**src/rshc_params.svh**
```systemverilog
// constants for the redriver strap and hot-plug control block
// assumes a 25 MHz system clock
`ifndef RSHC_PARAMS_SVH
`define RSHC_PARAMS_SVH
`define RSHC_CLK_HZ 25_000_000
`define RSHC_HPD_LOW_TIME_US 2000
`define RSHC_HPD_LOW_CYCLES ((`RSHC_CLK_HZ / 1_000_000) * `RSHC_HPD_LOW_TIME_US)
`define RSHC_LANES 4
`define RSHC_LVL_LOW 2'h0
`define RSHC_LVL_R 2'h1
`define RSHC_LVL_F 2'h2
`define RSHC_LVL_HIGH 2'h3
`define RSHC_LATCH_DELAY 4'h8
`endif

```
**src/rshc_pkg.sv**
```systemverilog
// types for the redriver strap and hot-plug control block
// assumes rshc_params.svh defines the level codes
package rshc_pkg;
  typedef enum logic [1:0] {
    RSHC_ST_WAIT = 2'b00,
    RSHC_ST_LATCH = 2'b01,
    RSHC_ST_RUN = 2'b11
  } rshc_state_e;

  typedef struct packed {
    logic [1:0] mode;
    logic [1:0] eq_high;
    logic [1:0] eq_low;
    logic [1:0] addr_low;
  } rshc_straps_s;

  typedef struct packed {
    logic gpio_mode;
    logic twowire_on;
    logic twowire_1v8;
    logic test_mode;
  } rshc_mode_s;
endpackage : rshc_pkg
```
**src/rshc_ctrl.sv**
```systemverilog
// strap decode, link enable, hot-plug low-time shutdown and snoop gating
// assumes straps stable at power-up; four-level pins arrive as 2-bit codes from the analog front end
`timescale 1ns/1ps
`include "rshc_params.svh"
module rshc_ctrl
  import rshc_pkg::*;
#(
  parameter int unsigned HPD_LOW_CYCLES = `RSHC_HPD_LOW_CYCLES
) (
  // clock and reset
  input wire logic clk_sys_in,
  input wire logic arst_n_in,
  // four-level straps as codes
  input wire logic [1:0] mode_strap_in,
  input wire logic [1:0] eq_strap_high_in,
  input wire logic [1:0] eq_strap_low_in,
  input wire logic [1:0] addr_strap_low_in,
  // two-level pins
  input wire logic link_enable_pin_in,
  input wire logic hot_plug_input_in,
  input wire logic snoop_enable_bar_in,
  input wire logic aux_pair_pos_in,
  input wire logic aux_pair_neg_in,
  // two-wire register controls
  input wire logic reg_lanes_enable_in,
  input wire logic reg_snoop_enable_in,
  // outputs
  output logic [`RSHC_LANES-1:0] lane_enable_out,
  output logic snoop_active_out,
  output logic aux_snoop_bit_out,
  output logic [3:0] eq_gain_sel_out,
  output logic [3:0] twowire_addr_out,
  output logic twowire_port_on_out,
  output logic twowire_1v8_out,
  output logic test_mode_out,
  output logic straps_valid_out
);
  rshc_state_e state;
  rshc_state_e next_state;
  rshc_straps_s straps;
  rshc_straps_s strap_meta;
  rshc_straps_s strap_sync;
  logic [3:0] latch_cnt;
  logic [1:0] link_en_sync, hpd_shared_sync, hpd_ded_sync, snoop_sync, aux_pair_pos_sync, aux_pair_neg_sync;
  logic [22:0] low_cnt;
  logic hpd_timeout;
  logic [`RSHC_LANES-1:0] next_lanes;

  // two-stage synchronisers for pins, straps included
  // shared pin feeds two synchronisers; each mode reads only one of them
  always_ff @(posedge clk_sys_in or negedge arst_n_in)
  begin
    if (!arst_n_in)
    begin
      link_en_sync <= 2'h0;
      hpd_shared_sync <= 2'h0;
      hpd_ded_sync <= 2'h0;
      snoop_sync <= 2'h0;
      aux_pair_pos_sync <= 2'h0;
      aux_pair_neg_sync <= 2'h0;
      strap_meta <= '0;
      strap_sync <= '0;
    end
    else
    begin
      link_en_sync <= {link_en_sync[0], link_enable_pin_in};
      hpd_shared_sync <= {hpd_shared_sync[0], link_enable_pin_in};
      hpd_ded_sync <= {hpd_ded_sync[0], hot_plug_input_in};
      snoop_sync <= {snoop_sync[0], snoop_enable_bar_in};
      aux_pair_pos_sync <= {aux_pair_pos_sync[0], aux_pair_pos_in};
      aux_pair_neg_sync <= {aux_pair_neg_sync[0], aux_pair_neg_in};
      strap_meta <= {mode_strap_in, eq_strap_high_in, eq_strap_low_in, addr_strap_low_in};
      strap_sync <= strap_meta;
    end
  end

  // straps settle a few cycles after reset, then are frozen
  assign next_state = (state == RSHC_ST_WAIT) ? RSHC_ST_LATCH :
                      (state == RSHC_ST_LATCH && latch_cnt == `RSHC_LATCH_DELAY) ? RSHC_ST_RUN : state;

  always_ff @(posedge clk_sys_in or negedge arst_n_in)
  begin
    if (!arst_n_in)
    begin
      state <= RSHC_ST_WAIT;
      latch_cnt <= 4'h0;
      straps <= '0;
    end
    else
    begin
      state <= next_state;
      if (state == RSHC_ST_LATCH)
        latch_cnt <= latch_cnt + 4'h1;
      if (state == RSHC_ST_LATCH && latch_cnt == `RSHC_LATCH_DELAY)
        straps <= strap_sync;
    end
  end

  wire run = (state == RSHC_ST_RUN);
  rshc_mode_s mode;
  wire is_gpio = (straps.mode == `RSHC_LVL_LOW);
  assign mode.gpio_mode = is_gpio;
  assign mode.twowire_on = run && !is_gpio;
  assign mode.twowire_1v8 = (straps.mode == `RSHC_LVL_F);
  assign mode.test_mode = (straps.mode == `RSHC_LVL_R);

  // shared pin is hot-plug in two-wire mode, dedicated pin in pin mode
  wire hpd_level = mode.gpio_mode ? hpd_ded_sync[1] : hpd_shared_sync[1];
  wire base_enable = mode.gpio_mode ? link_en_sync[1] : reg_lanes_enable_in;
  wire snoop_want = mode.gpio_mode ? !snoop_sync[1] : reg_snoop_enable_in;

  // low-time counter saturates; restarts on any high sample
  always_ff @(posedge clk_sys_in or negedge arst_n_in)
  begin
    if (!arst_n_in)
      low_cnt <= 23'h0;
    else if (hpd_level)
      low_cnt <= 23'h0;
    else if (!hpd_timeout)
      low_cnt <= low_cnt + 23'h1;
  end
  assign hpd_timeout = (low_cnt >= HPD_LOW_CYCLES[22:0]);

  // snoop disabled in pin mode keeps all lanes active while the enable pin is high, regardless of hot-plug
  wire hpd_gate = (mode.gpio_mode && !snoop_want) ? 1'b1 : !hpd_timeout;
  assign next_lanes = {`RSHC_LANES{run && base_enable && hpd_gate}};

  always_ff @(posedge clk_sys_in or negedge arst_n_in)
  begin
    if (!arst_n_in)
    begin
      lane_enable_out <= '0;
      snoop_active_out <= 1'b0;
      aux_snoop_bit_out <= 1'b0;
      eq_gain_sel_out <= 4'h0;
      twowire_addr_out <= 4'h0;
      twowire_port_on_out <= 1'b0;
      twowire_1v8_out <= 1'b0;
      test_mode_out <= 1'b0;
      straps_valid_out <= 1'b0;
    end
    else
    begin
      lane_enable_out <= next_lanes;
      snoop_active_out <= run && snoop_want;
      // receive-only: the aux pair is never driven here
      aux_snoop_bit_out <= run && snoop_want && aux_pair_pos_sync[1] && !aux_pair_neg_sync[1];
      eq_gain_sel_out <= {straps.eq_high, straps.eq_low};
      twowire_addr_out <= mode.twowire_on ? {straps.eq_low, straps.addr_low} : 4'h0;
      twowire_port_on_out <= mode.twowire_on;
      twowire_1v8_out <= mode.twowire_on && mode.twowire_1v8;
      test_mode_out <= mode.twowire_on && mode.test_mode;
      straps_valid_out <= run;
    end
  end

  // assertions
  // unsaturated twin of low_cnt, so the timeout check does not lean on it
  int unsigned lo_run;
  always_ff @(posedge clk_sys_in or negedge arst_n_in)
  begin
    if (!arst_n_in)
      lo_run <= 0;
    else
      lo_run <= hpd_level ? 0 : lo_run + 1;
  end

  gpio_lane_off_a: assert property (@(posedge clk_sys_in) disable iff (!arst_n_in)
    (run && mode.gpio_mode && !link_en_sync[1]) |=> (lane_enable_out == '0))
    else $error("lanes on while enable pin low");
  twowire_port_a: assert property (@(posedge clk_sys_in) disable iff (!arst_n_in)
    run |=> (twowire_port_on_out == (straps.mode != `RSHC_LVL_LOW)))
    else $error("two-wire port state wrong");
  hpd_timeout_a: assert property (@(posedge clk_sys_in) disable iff (!arst_n_in)
    (lo_run > HPD_LOW_CYCLES + 1 && !(mode.gpio_mode && snoop_sync[1])) |-> (lane_enable_out == '0))
    else $error("lanes on after long hot-plug low");
  hpd_restart_a: assert property (@(posedge clk_sys_in) disable iff (!arst_n_in)
    hpd_level |=> (low_cnt == 23'h0))
    else $error("low counter not restarted");
  reg_enable_a: assert property (@(posedge clk_sys_in) disable iff (!arst_n_in)
    (run && !mode.gpio_mode && !reg_lanes_enable_in) |=> (lane_enable_out == '0))
    else $error("lanes on with register enable clear");
  snoop_pin_a: assert property (@(posedge clk_sys_in) disable iff (!arst_n_in)
    (run && mode.gpio_mode) |=> (snoop_active_out == !$past(snoop_sync[1])))
    else $error("snoop state does not follow pin");
  eq_sel_a: assert property (@(posedge clk_sys_in) disable iff (!arst_n_in)
    run |=> (eq_gain_sel_out == {straps.eq_high, straps.eq_low}))
    else $error("eq selection mismatch");
  addr_sel_a: assert property (@(posedge clk_sys_in) disable iff (!arst_n_in)
    $rose(straps_valid_out) |-> ##[0:2] (twowire_addr_out == (mode.gpio_mode ? 4'h0 : {straps.eq_low, straps.addr_low})))
    else $error("address mismatch");
  straps_frozen_a: assert property (@(posedge clk_sys_in) disable iff (!arst_n_in)
    run |=> $stable(straps))
    else $error("straps changed after latch");
  ded_pin_a: assert property (@(posedge clk_sys_in) disable iff (!arst_n_in)
    (mode.gpio_mode && hpd_ded_sync[1]) |=> (low_cnt == 23'h0))
    else $error("dedicated hot-plug ignored");
  aux_passive_a: assert property (@(posedge clk_sys_in) disable iff (!arst_n_in)
    aux_snoop_bit_out |-> snoop_active_out)
    else $error("aux sampled without snoop");
  lane_on_a: assert property (@(posedge clk_sys_in) disable iff (!arst_n_in)
    (run && mode.gpio_mode && link_en_sync[1] && !hpd_timeout) |=> (lane_enable_out == '1))
    else $error("lanes off while enable pin high");
  snoop_keep_a: assert property (@(posedge clk_sys_in) disable iff (!arst_n_in)
    (run && mode.gpio_mode && snoop_sync[1] && link_en_sync[1]) |=> (lane_enable_out == '1))
    else $error("lanes dropped with snoop disabled");
  ded_ignored_a: assert property (@(posedge clk_sys_in) disable iff (!arst_n_in)
    (run && !mode.gpio_mode && hpd_shared_sync[1] && !hpd_ded_sync[1]) |=> (low_cnt == 23'h0))
    else $error("reserved hot-plug pin used in two-wire mode");

  lanes_up_c: cover property (@(posedge clk_sys_in) disable iff (!arst_n_in) $rose(lane_enable_out[0]));
  hpd_drop_c: cover property (@(posedge clk_sys_in) disable iff (!arst_n_in) $rose(hpd_timeout));
  twowire_c: cover property (@(posedge clk_sys_in) disable iff (!arst_n_in) $rose(twowire_port_on_out));
  snoop_c: cover property (@(posedge clk_sys_in) disable iff (!arst_n_in) $rose(snoop_active_out));
  hpd_back_c: cover property (@(posedge clk_sys_in) disable iff (!arst_n_in) $fell(hpd_timeout));
endmodule : rshc_ctrl

```
**config.mk**
```make
export PLATFORM = sky130hd
export DESIGN_NAME = rshc_ctrl
export DESIGN_NICKNAME = d
export VERILOG_FILES = /design/src/rshc_pkg.sv /design/src/rshc_ctrl.sv
export VERILOG_INCLUDE_DIRS = /design/src
export SDC_FILE = /design/constraint.sdc
export NUM_CORES = 1
export LEC_CHECK = 0
export BUFFER_PORTS_ARGS = -buffer_cell sky130_fd_sc_hd__buf_2
export CORE_MARGIN = 2
export CORE_UTILIZATION = 35
export CTS_BUF_LIST = sky130_fd_sc_hd__clkbuf_8
export DETAILED_ROUTE_END_ITERATION = 8
export PLACE_DENSITY = 0.54
export SKIP_LAST_GASP = 1
export SYNTH_ARGS = -nofsm -noshare
export SYNTH_HDL_FRONTEND = slang
export SYNTH_SLANG_ARGS = --single-unit
```
**constraint.sdc**
```tcl
create_clock -name clk_sys_in -period 1.93 [get_ports clk_sys_in]
set_clock_uncertainty 0.1 [all_clocks]
set_input_delay 0.386 -clock clk_sys_in [delete_from_list [all_inputs] [get_ports clk_sys_in]]
set_output_delay 0.386 -clock clk_sys_in [all_outputs]
set_load 0.005 [all_outputs]
```
==> reports/summary.txt, run 1 <==
OUTCOME
-------------------------------------------------------------------------------------------
Outcome ...................................................................... finished with violations
Violations in the final reports .............................................. setup timing

YOSYS
-------------------------------------------------------------------------------------------
Netlist Area Pre-Place ....................................................... 0.002962 mm^2
Yosys top cell by area .......................................................      dfrtp_1
Mean instance size in the synthesized netlist ................................   12.99 um^2
Number of instances in the synthesized netlist ...............................          228
Synth warnings ...............................................................            0
EDFF count, synth ............................................................            0
Unique cell type count in the Yosys netlist ..................................           41
Sequential share of the synthesized area .....................................       65.91%
Nets in the synthesized netlist ..............................................          249
Synth Flop Type ..............................................................      dfrtp_1
Largest cells by area after synthesis ........................................ dfrtp_1, mux2_2, mux2i_1
Yosys top cell area share ....................................................       65.91%
Post-synthesis sequential element count ......................................           78
Async set-or-reset flop fraction in the synthesized netlist ..................       100.0%

ROUTE
-------------------------------------------------------------------------------------------
Routed vias/inst .............................................................        4.815
DRC Markers ..................................................................            0
Vias after detailed routing ..................................................        1,979
Total wire length ............................................................      5528 um
ANT nets after route .........................................................            0
Router iterations before antenna repair ......................................            6
Number of design-rule violations left by the first detailed-router iteration .           94
Routed wire per std cell .....................................................     13.45 um

SETUP PATH
-------------------------------------------------------------------------------------------
Reg2reg start ................................................................  low_cnt[15]
Startpoint type of the worst setup path ......................................     register
Element type at the critical path end ........................................     register
Data required time at the worst endpoint .....................................      2120 ps
Length in cells of the worst reg-to-reg path .................................            4
Setup slack of the most critical reg-to-reg path .............................        -8 ps
Crit path max fanout .........................................................            6
Category of the critical setup timing path ...................................   reg -> reg
Endpoint of the worst-slack reg-to-reg timing path ...........................  low_cnt[14]
Arrival time reported for the critical path endpoint .........................      2120 ps

FINAL LAYOUT
-------------------------------------------------------------------------------------------
Core utilization of the finished layout ......................................       46.14%
Filler Cells Inserted ........................................................          742
Proportion of layout cells with a drive suffix above 1 .......................       36.93%
Most common cell after layout, fill and taps aside ...........................      dfrtp_1
Design Area, Final ........................................................... 0.003791 mm^2
Diode insertion count for antenna repair .....................................            0
Layout overhead on the synthesized area ......................................       28.01%
Count of nets after finishing ................................................          322
Commonest cells after routing, fill and taps aside ........................... dfrtp_1, buf_4, buf_2

MIN PATH
-------------------------------------------------------------------------------------------
Worst hold start ............................................................. eq_strap_high_in[1]
Instance count along the most critical hold path .............................            1
Hold Path Sink ............................................................... strap_meta[5]
Worst hold-check path type ...................................................    in -> reg

GRT
-------------------------------------------------------------------------------------------
Total congestion overflow ....................................................            0
First-pass GRT wire length ...................................................      9059 um
Vias in the first global route ...............................................        1,887
Largest net degree at the start of global routing ............................           79
Total GRT Usage ..............................................................       13.47%
Initial antenna violation count ..............................................            0

RUN
-------------------------------------------------------------------------------------------
Number of maximum-capacitance constraint violations ..........................            0

STA
-------------------------------------------------------------------------------------------
Setup violations, final ......................................................            1
Period minus WS final ........................................................      1938 ps
Final worst setup slack ......................................................    -7.605 ps
Max Clk Rate .................................................................    516.1 MHz
Setup repair after global routing missed its margin ..........................         true
Final clock period utilization by the worst path .............................       100.4%
Transition at the pin with the smallest max-transition slack .................     401.5 ps
Worst slew margin relative to its limit ......................................       73.23%
Post-Route Hold Slack ........................................................     26.90 ps
Fin. Hold Viols ..............................................................            0
Final Max Slew Viols .........................................................            0

DIE
-------------------------------------------------------------------------------------------
Boundary pin count ...........................................................           35
Core area .................................................................... 0.008217 mm^2
Chip Width ...................................................................     95.99 um
Initial Util .................................................................       36.04%
Die Area ..................................................................... 0.009213 mm^2
Floorplan row count ..........................................................           33
Die Y-Extent .................................................................     95.99 um

CLOCK TREE
-------------------------------------------------------------------------------------------
Clock tree from TritonCTS ....................................................          yes
Clock insertion delay at the later pin of the skew report ....................       360 ps
Number of buffers added by the clock tree synthesis step .....................            9
CTS clock-pin slew for the worst setup and hold paths ........................       100 ps
Clk sink count ...............................................................           78
Number of levels in the clock H-tree .........................................            3
Buffer depth of the longest clock path .......................................            2
Buffer type at the clock tree root ...........................................     clkbuf_8

PLACED DESIGN
-------------------------------------------------------------------------------------------
Routability-driven placement congestion ratio ................................       0.7972
Worst slack after detailed placement .........................................    -49.46 ps
Detailed placement HPWL ......................................................      3538 um
Number of input and output port buffers inserted .............................           34
Placed cell area ............................................................. 0.003462 mm^2

POWER
-------------------------------------------------------------------------------------------
Total Power Consumption ......................................................     3.151 mW
Max VDD drop .................................................................    0.4979 mV
Static Leakage ...............................................................     1.734 nW
Power density relative to cell area .......................................... 831.2 mW/mm^2

[synthesized netlist by cell type, types with 3 or more instances]
master / n
nand2_1: 21
nand4_1: 7
ha_1: 4
o21ai_0: 3
nand3_1: 6
dfrtp_1: 78
clkbuf_1: 4
mux2_2: 9
a211oi_1: 8
and3_1: 3
nor4_1: 3
a21oi_1: 6
inv_1: 9
buf_4: 3
mux2i_1: 10
xnor2_1: 3
nor2_1: 5
nand2b_1: 7
and2_1: 12
[kinds of logic (layout without fill, tap and decap cells)]
logic type      Yosys count  in the layout  synth area share, %
flops                    78             78                65.91
mux                      19             19                6.802
compound gates           28             28                7.056
fa+ha+maj                 4              4                1.690
buf+inv                  17             95                2.788
simple gates             79             79                14.87
xor+xnor                  3              3               0.8874
[state kept, by name, indices dropped and copies added (netlist names)]
name / count
state: 2
straps_valid_out: 1
twowire_addr_out: 4
hpd_ded_sync: 2
latch_cnt: 4
snoop_active_out: 1
aux_snoop_bit_out: 1
snoop_sync: 2
low_cnt: 23
straps: 8
hpd_shared_sync: 2
strap_meta: 8
twowire_port_on_out: 1
strap_sync: 8
twowire_1v8_out: 1
aux_pair_neg_sync: 2
lane_enable_out: 1
eq_gain_sel_out: 4
test_mode_out: 1
aux_pair_pos_sync: 2
[what timing repair did]
| item | CTS | global route |
|---|---|---|
| cloned | 0 | 0 |
| setup buffers | 5 | 1 |
| pin swaps | 2 | 1 |
| setup endpoints to repair | 3 | 14 |
| hold buffers | 1 | 0 |
| gates resized for setup | 1 | 13 |
| endpoints found under the hold margin | 78 | 0 |
[layer usage]
layer,vias up,share of wire (%),track usage (%)
met4,0,2.4,6.786
met1,984,48,18.44
li1,942,-,-
met3,9,4.1,3.759
met5,-,0,0
met2,44,45,19.56
[final cells by class]
type | count | area, um^2 | area share [%]
clock buffer | 9 | 123.9 | 3.267
multi-input combinational | 133 | 1001 | 26.40
timing repair buffer | 70 | 470.5 | 12.41
tap | 105 | 131.4 | 3.465
sequential | 78 | 1953 | 51.52
inverter | 9 | 33.78 | 0.8911
clock inverter | 7 | 77.57 | 2.046
[report_power, final]
group          leakage [nW]  switching (mW)  internal [mW]
Clock                 0.101           0.640          0.613
Combinational         0.679          0.0998         0.0833
Sequential            0.953          0.0223           1.69
[metrics by stage]
stage | std cells | TNS [ps]
6_report | 411 | -7.605
2_1_floorplan | 228 | 0
3_5_place_dp | 388 | -49.46
5_1_grt | 411 | -297.3
4_1_cts | 410 | -17.93
3_3_place_gp | 388 | -23.23
[critical path: stages, from the launching register on]
cell     delay, ps
dfrtp_1        380
and3b_1        190
or4_4          570
or4_4          490
a21oi_2        120
[how the worst max path moves through the flow]
stage                           start          end  slack, ps  depth (start not counted)
after floorplan             straps[6]   low_cnt[1]          1                          5
after global placement    low_cnt[10]  low_cnt[14]        -20                          4
after detailed placement  low_cnt[10]  low_cnt[14]        -50                          4
after CTS                  low_cnt[1]  low_cnt[14]        -20                          5
after global routing      low_cnt[12]   low_cnt[2]        -80                          7
final                     low_cnt[15]  low_cnt[14]         -8                          4
Power figures use the tool's default switching activity.
==> run 2: changes to the inputs <==
- BUFFER_PORTS_ARGS: -buffer_cell sky130_fd_sc_hd__buf_2 -> not set
- DONT_BUFFER_PORTS: not set -> 1
- HOLD_SLACK_MARGIN: not set -> 0.1
- PLACE_DENSITY: 0.54 -> 0.51
==> reports/summary.txt, run 2 (synthesized netlist as in run 1, its figures left out) <==
FINAL LAYOUT
-------------------------------------------------------------------------------------------
Diode insertion count for antenna repair .....................................            0
Proportion of layout cells with a drive suffix above 1 .......................       27.05%
Sequential cell area in the final layout ..................................... 0.001953 mm^2
Total area of multi-input combinational cells ................................   982.2 um^2
Flip-flop count of the largest register, all copies and words added ..........           23
Most common cell after layout, fill and taps aside ...........................      dfrtp_1
Commonest cells after routing, fill and taps aside ........................... dfrtp_1, buf_4, nand2_1
Design Area, Final ........................................................... 0.003669 mm^2
Core utilization of the finished layout ......................................       44.65%
Reg with most FFs ............................................................      low_cnt
Filler Cells Inserted ........................................................          742
Layout overhead on the synthesized area ......................................       23.87%
Count of nets after finishing ................................................          297

MIN PATH
-------------------------------------------------------------------------------------------
Worst hold-check path type ...................................................  in -> async

SETUP PATH
-------------------------------------------------------------------------------------------
Crit path largest cell delay .................................................       490 ps
Category of the critical setup timing path ...................................   reg -> reg
Cell type of the slowest stage on the worst timing path ......................        or4_1
Cell repeated most along the worst path ......................................        buf_4
Element type at the critical path end ........................................     register
Number of buffers and inverters on the critical path .........................            2
Crit path max fanout .........................................................            4
Arrival time reported for the critical path endpoint .........................      2140 ps
Startpoint type of the worst setup path ......................................     register
Chain of cells forming the critical path ..................................... nor4_1, buf_4, o211ai_1, buf_4, or4_1, a21oi_1
Kind of cell adding the most delay to the critical path ...................... simple AND/OR/NAND/NOR gates
Data required time at the worst endpoint .....................................      2110 ps

STA
-------------------------------------------------------------------------------------------
Post-Route Hold Slack ........................................................    -380.4 ps
Worst slew margin relative to its limit ......................................       74.44%
Fin. Hold Viols ..............................................................           78
Max Clk Rate .................................................................    508.4 MHz
Final clock period utilization by the worst path .............................       101.9%
Final Max Slew Viols .........................................................            0
Setup violations, final ......................................................            2
Final worst setup slack ......................................................    -37.02 ps
Setup repair after global routing missed its margin ..........................         true
Period minus WS final ........................................................      1967 ps
Transition at the pin with the smallest max-transition slack .................     379.2 ps

PLACED DESIGN
-------------------------------------------------------------------------------------------
Routability-driven placement congestion ratio ................................       0.7895
Detailed placement HPWL ......................................................      3413 um
Placed cell area ............................................................. 0.003239 mm^2
Number of input and output port buffers inserted .............................            0

POWER
-------------------------------------------------------------------------------------------
Portion of total power attributed to sequential cells ........................        57.6%
Internal power component .....................................................     2.262 mW
NetSw ........................................................................    0.7313 mW
Total Power Consumption ......................................................     2.994 mW
Clock group share of total power .............................................        37.9%
Power density relative to cell area .......................................... 816.0 mW/mm^2
Sw Share .....................................................................       24.43%
Static Leakage ...............................................................     1.614 nW
Power share of the combinational group .......................................         4.5%
Max VDD drop .................................................................    0.4751 mV

DIE
-------------------------------------------------------------------------------------------
Die Y-Extent .................................................................     95.99 um
Initial Util .................................................................       36.04%
Chip Width ...................................................................     95.99 um
Die Area ..................................................................... 0.009213 mm^2
Boundary pin count ...........................................................           35
Floorplan row count ..........................................................           33
Core area .................................................................... 0.008217 mm^2

GRT
-------------------------------------------------------------------------------------------
Initial antenna violation count ..............................................            0
Global-route track usage on met2 .............................................       18.69%
Routing usage on met1 ........................................................       18.93%
Total GRT Usage ..............................................................       13.20%
Vias in the first global route ...............................................        1,854
First-pass GRT wire length ...................................................      9135 um
Largest net degree at the start of global routing ............................           79
Layer carrying the most global-route usage ...................................         met1
Total congestion overflow ....................................................            0
Met3 usage ...................................................................       4.072%

OUTCOME
-------------------------------------------------------------------------------------------
Violations in the final reports .............................................. hold timing, setup timing
Outcome ...................................................................... finished with violations

CLOCK TREE
-------------------------------------------------------------------------------------------
Buffer type at the clock tree root ...........................................     clkbuf_8
Clk sink count ...............................................................           78
Buffer depth of the longest clock path .......................................            2
Clock insertion delay at the later pin of the skew report ....................       350 ps
Count of hold-fix buffers inserted at cts ....................................           13
Number of levels in the clock H-tree .........................................            3
Clock tree from TritonCTS ....................................................          yes
CTS clock-pin slew for the worst setup and hold paths ........................        90 ps
Number of buffers added by the clock tree synthesis step .....................            9

ROUTE
-------------------------------------------------------------------------------------------
Number of design-rule violations left by the first detailed-router iteration .           82
Routed wire per std cell .....................................................     13.70 um
Router iterations before antenna repair ......................................            4
DRC Markers ..................................................................            0
ANT nets after route .........................................................            0
Vias after detailed routing ..................................................        1,843
Total wire length ............................................................      5288 um
Routed vias/inst .............................................................        4.775

RUN
-------------------------------------------------------------------------------------------
Number of maximum-capacitance constraint violations ..........................            0

==> run 2: worst paths after layout <==
check                      cells past startpoint             to  slack (ps)           from
hold reg to reg                                0  strap_sync[7]         250  strap_meta[7]
max in group asynchronous                      0    low_cnt[10]        2000      arst_n_in
setup / recovery                               6    low_cnt[14]         -40    low_cnt[13]
hold / removal                                 0  strap_meta[5]        -380      arst_n_in
min in group clk_sys_in                        0  strap_sync[7]         250  strap_meta[7]
setup reg to reg                               6    low_cnt[14]         -40    low_cnt[13]
==> run 2: metrics by stage <==
step | worst slack [ps] | TNS (ps) | cells
after floorplan | 1.453 | 0 | 228
after global placement | -55.47 | -158.9 | 349
after detailed placement | -76.44 | -308.2 | 349
after CTS | -25.78 | -32.70 | 381
after global routing | -86.02 | -477.5 | 386
final | -37.02 | -49.97 | 386
==> run 2: final cells by class <==
class | instances | share of cell area [%]
flip-flops and latches | 78 | 53.24
inverters | 9 | 0.9209
well taps | 105 | 3.581
multi-input cells | 133 | 26.77
repair buffers | 45 | 10.44
clock buffers | 9 | 3.377
clock inverters | 7 | 1.671
==> run 2: metal layers <==
layer	wire, um	part of all wire, %
met5	0	0
met1	2653	50
met2	2373	45
met4	80	1.5
met3	180	3.4
==> run 2: worst register-to-register path, cell delays in order (launching register included) <==
cell	delay (ps)
dfrtp_1	380
nor4_1	280
buf_4	160
o211ai_1	170
buf_4	200
or4_1	490
a21oi_1	130
==> run 2: power by group through the flow <==
stage	Clock, mW	Sequential (mW)	Combinational [mW]
2_1_floorplan	0	1.75	0.0706
3_3_place_gp	0	1.76	0.108
3_5_place_dp	0	1.76	0.109
4_1_cts	1.19	1.73	0.131
5_1_grt	1.26	1.73	0.151
6_report	1.13	1.72	0.135
==> run 2: repair_timing <==
action                                 4_1_cts  5_1_grt
endpoints found under the hold margin       91       78
pin swaps                                    4        7
gates resized for setup                      7        5
cloned                                       0        0
setup buffers                                3        5
setup endpoints to repair                   11       15
==> run 3: changes to the inputs <==
- PLACE_DENSITY: 0.51 -> 0.49
- clock period: 1.93 -> 2.1 ns (I/O delays scaled with it)
==> reports/summary.txt, run 3 (synthesized netlist as in run 1, its figures left out) <==
FINAL LAYOUT
-------------------------------------------------------------------------------------------
Layout overhead on the synthesized area ......................................       19.86%
Proportion of layout cells with a drive suffix above 1 .......................       20.45%
Commonest cells after routing, fill and taps aside ........................... dfrtp_1, nand2_1, buf_4
Diode insertion count for antenna repair .....................................            0
Flip-flop count of the largest register, all copies and words added ..........           23
Reg with most FFs ............................................................      low_cnt
Most common cell after layout, fill and taps aside ...........................      dfrtp_1
Count of nets after finishing ................................................          285

SETUP PATH
-------------------------------------------------------------------------------------------
Category of the critical setup timing path ...................................   reg -> reg
Crit path max fanout .........................................................            6
Element type at the critical path end ........................................     register
Length in cells of the worst reg-to-reg path .................................            4
Data required time at the worst endpoint .....................................      2290 ps
CP endpoint ..................................................................  low_cnt[14]
Startpoint type of the worst setup path ......................................     register
Setup slack of the most critical reg-to-reg path .............................        70 ps
Endpoint of the worst-slack reg-to-reg timing path ...........................  low_cnt[14]
Arrival time reported for the critical path endpoint .........................      2210 ps
Reg2reg start ................................................................  low_cnt[14]
Start point of the critical path .............................................  low_cnt[14]

GRT
-------------------------------------------------------------------------------------------
Met3 usage ...................................................................       3.837%
Initial antenna violation count ..............................................            0
Total GRT Usage ..............................................................       13.11%
First-pass GRT wire length ...................................................      8956 um
Vias in the first global route ...............................................        1,769
Global-route track usage on met2 .............................................       17.30%
Layer carrying the most global-route usage ...................................         met1
Largest net degree at the start of global routing ............................           79
Total congestion overflow ....................................................            0
Routing usage on met1 ........................................................       18.56%

STA
-------------------------------------------------------------------------------------------
Transition at the pin with the smallest max-transition slack .................     397.5 ps
Fin. Hold Viols ..............................................................           78
Final clock period utilization by the worst path .............................       96.49%
Setup violations, final ......................................................            0
Post-Route Hold Slack ........................................................    -355.8 ps
Max Clk Rate .................................................................    493.5 MHz
Final Max Slew Viols .........................................................            0
Period minus WS final ........................................................      2026 ps
Worst slew margin relative to its limit ......................................       73.38%

OUTCOME
-------------------------------------------------------------------------------------------
Outcome ...................................................................... finished with violations
Violations in the final reports ..............................................  hold timing

POWER
-------------------------------------------------------------------------------------------
Max VDD drop .................................................................    0.4503 mV
Clock group share of total power .............................................        39.1%
Power density relative to cell area .......................................... 789.8 mW/mm^2
Internal power component .....................................................     2.093 mW
Portion of total power attributed to sequential cells ........................        56.6%
Total Power Consumption ......................................................     2.804 mW
Power share of the combinational group .......................................         4.4%
Sw Share .....................................................................       25.35%
NetSw ........................................................................    0.7106 mW
Static Leakage ...............................................................     1.564 nW

ROUTE
-------------------------------------------------------------------------------------------
Vias after detailed routing ..................................................        1,828
ANT nets after route .........................................................            0
Router iterations before antenna repair ......................................            4
Routed vias/inst .............................................................        4.888
Total wire length ............................................................      5373 um
Routed wire per std cell .....................................................     14.37 um
DRC Markers ..................................................................            0
Number of design-rule violations left by the first detailed-router iteration .           60

DIE
-------------------------------------------------------------------------------------------
Core area .................................................................... 0.008217 mm^2
Initial Util .................................................................       36.04%
Chip Width ...................................................................     95.99 um
Floorplan row count ..........................................................           33
Die Y-Extent .................................................................     95.99 um
Die Area ..................................................................... 0.009213 mm^2
Boundary pin count ...........................................................           35

CLOCK TREE
-------------------------------------------------------------------------------------------
Clk sink count ...............................................................           78
Number of levels in the clock H-tree .........................................            3
Number of buffers added by the clock tree synthesis step .....................            9
Buffer depth of the longest clock path .......................................            2
Clock tree from TritonCTS ....................................................          yes
CTS clock-pin slew for the worst setup and hold paths ........................        90 ps
Clock insertion delay at the later pin of the skew report ....................       350 ps
Buffer type at the clock tree root ...........................................     clkbuf_8
Count of hold-fix buffers inserted at cts ....................................           13

PLACED DESIGN
-------------------------------------------------------------------------------------------
Detailed placement HPWL ......................................................      3469 um
Number of input and output port buffers inserted .............................            0
Routability-driven placement congestion ratio ................................       0.8029

MIN PATH
-------------------------------------------------------------------------------------------
Worst hold-check path type ...................................................  in -> async

RUN
-------------------------------------------------------------------------------------------
Number of maximum-capacitance constraint violations ..........................            0

[run 3: cell count changes in the layout (fill, tap and decap cells not counted), sizes merged]
cell and delta:
buf -12, clkinv +1, clkinvlp -2, inv +1
[run 3: per-stage QoR]
step	cell area [um^2]	util [%]	TNS [ps]	cells	setup slack, ps
finish	3550	43.20	0	374	73.75
global route	3550	43.20	-14.04	374	-13.08
CTS	3495	42.53	0	369	34.72
detailed placement	3169	38.57	0	340	78.31
global placement	3169	38.57	0	340	133.9
floorplan	2962	-	0	228	150.5
[run 3: layout make-up]
type / instances / area [um^2]
Fill cell: 753 / 4667
Sequential cell: 78 / 1952
Multi-Input combinational cell: 133 / 944.7
Timing Repair Buffer: 33 / 292.8
Tap cell: 105 / 131.4
Clock buffer: 9 / 123.9
Clock inverter: 7 / 71.32
Inverter: 9 / 33.78
[run 3: layer usage]
metal | share of wire (%) | vias to the layer above
met5 | 0 | -
met1 | 49 | 904
met2 | 44 | 35
met3 | 3.8 | 15
li1 | - | 874
met4 | 3.2 | 0
[run 3: worst max-delay path: stages, from the launching register on]
cell and delay [ps]:
dfrtp_1 440, and3b_1 210, or4_4 540, or4_1 510, a21oi_2 150
[run 3: power groups by stage]
| stage | combinational (mW) | clock [mW] | sequential (mW) |
|---|---|---|---|
| 6_report | 0.122 | 1.10 | 1.59 |
| 5_1_grt | 0.137 | 1.20 | 1.59 |
| 4_1_cts | 0.103 | 1.13 | 1.59 |
| 3_5_place_dp | 0.0839 | 0 | 1.62 |
| 3_3_place_gp | 0.0844 | 0 | 1.62 |
| 2_1_floorplan | 0.0646 | 0 | 1.61 |
[run 3: timing repair]
item,CTS,global route
endpoints found under the setup margin,0,13
setup buffers,0,5
resized for setup,0,4
endpoints found under the hold margin,91,78
[run 3: how the worst min path moves through the flow]
stage / startpoint / to / depth (start not counted)
2_1_floorplan: arst_n_in / aux_pair_neg_sync[0] / 0
3_3_place_gp: arst_n_in / strap_sync[4] / 0
3_5_place_dp: arst_n_in / strap_meta[4] / 0
4_1_cts: arst_n_in / strap_meta[4] / 0
5_1_grt: arst_n_in / strap_meta[4] / 0
6_report: arst_n_in / strap_meta[4] / 0
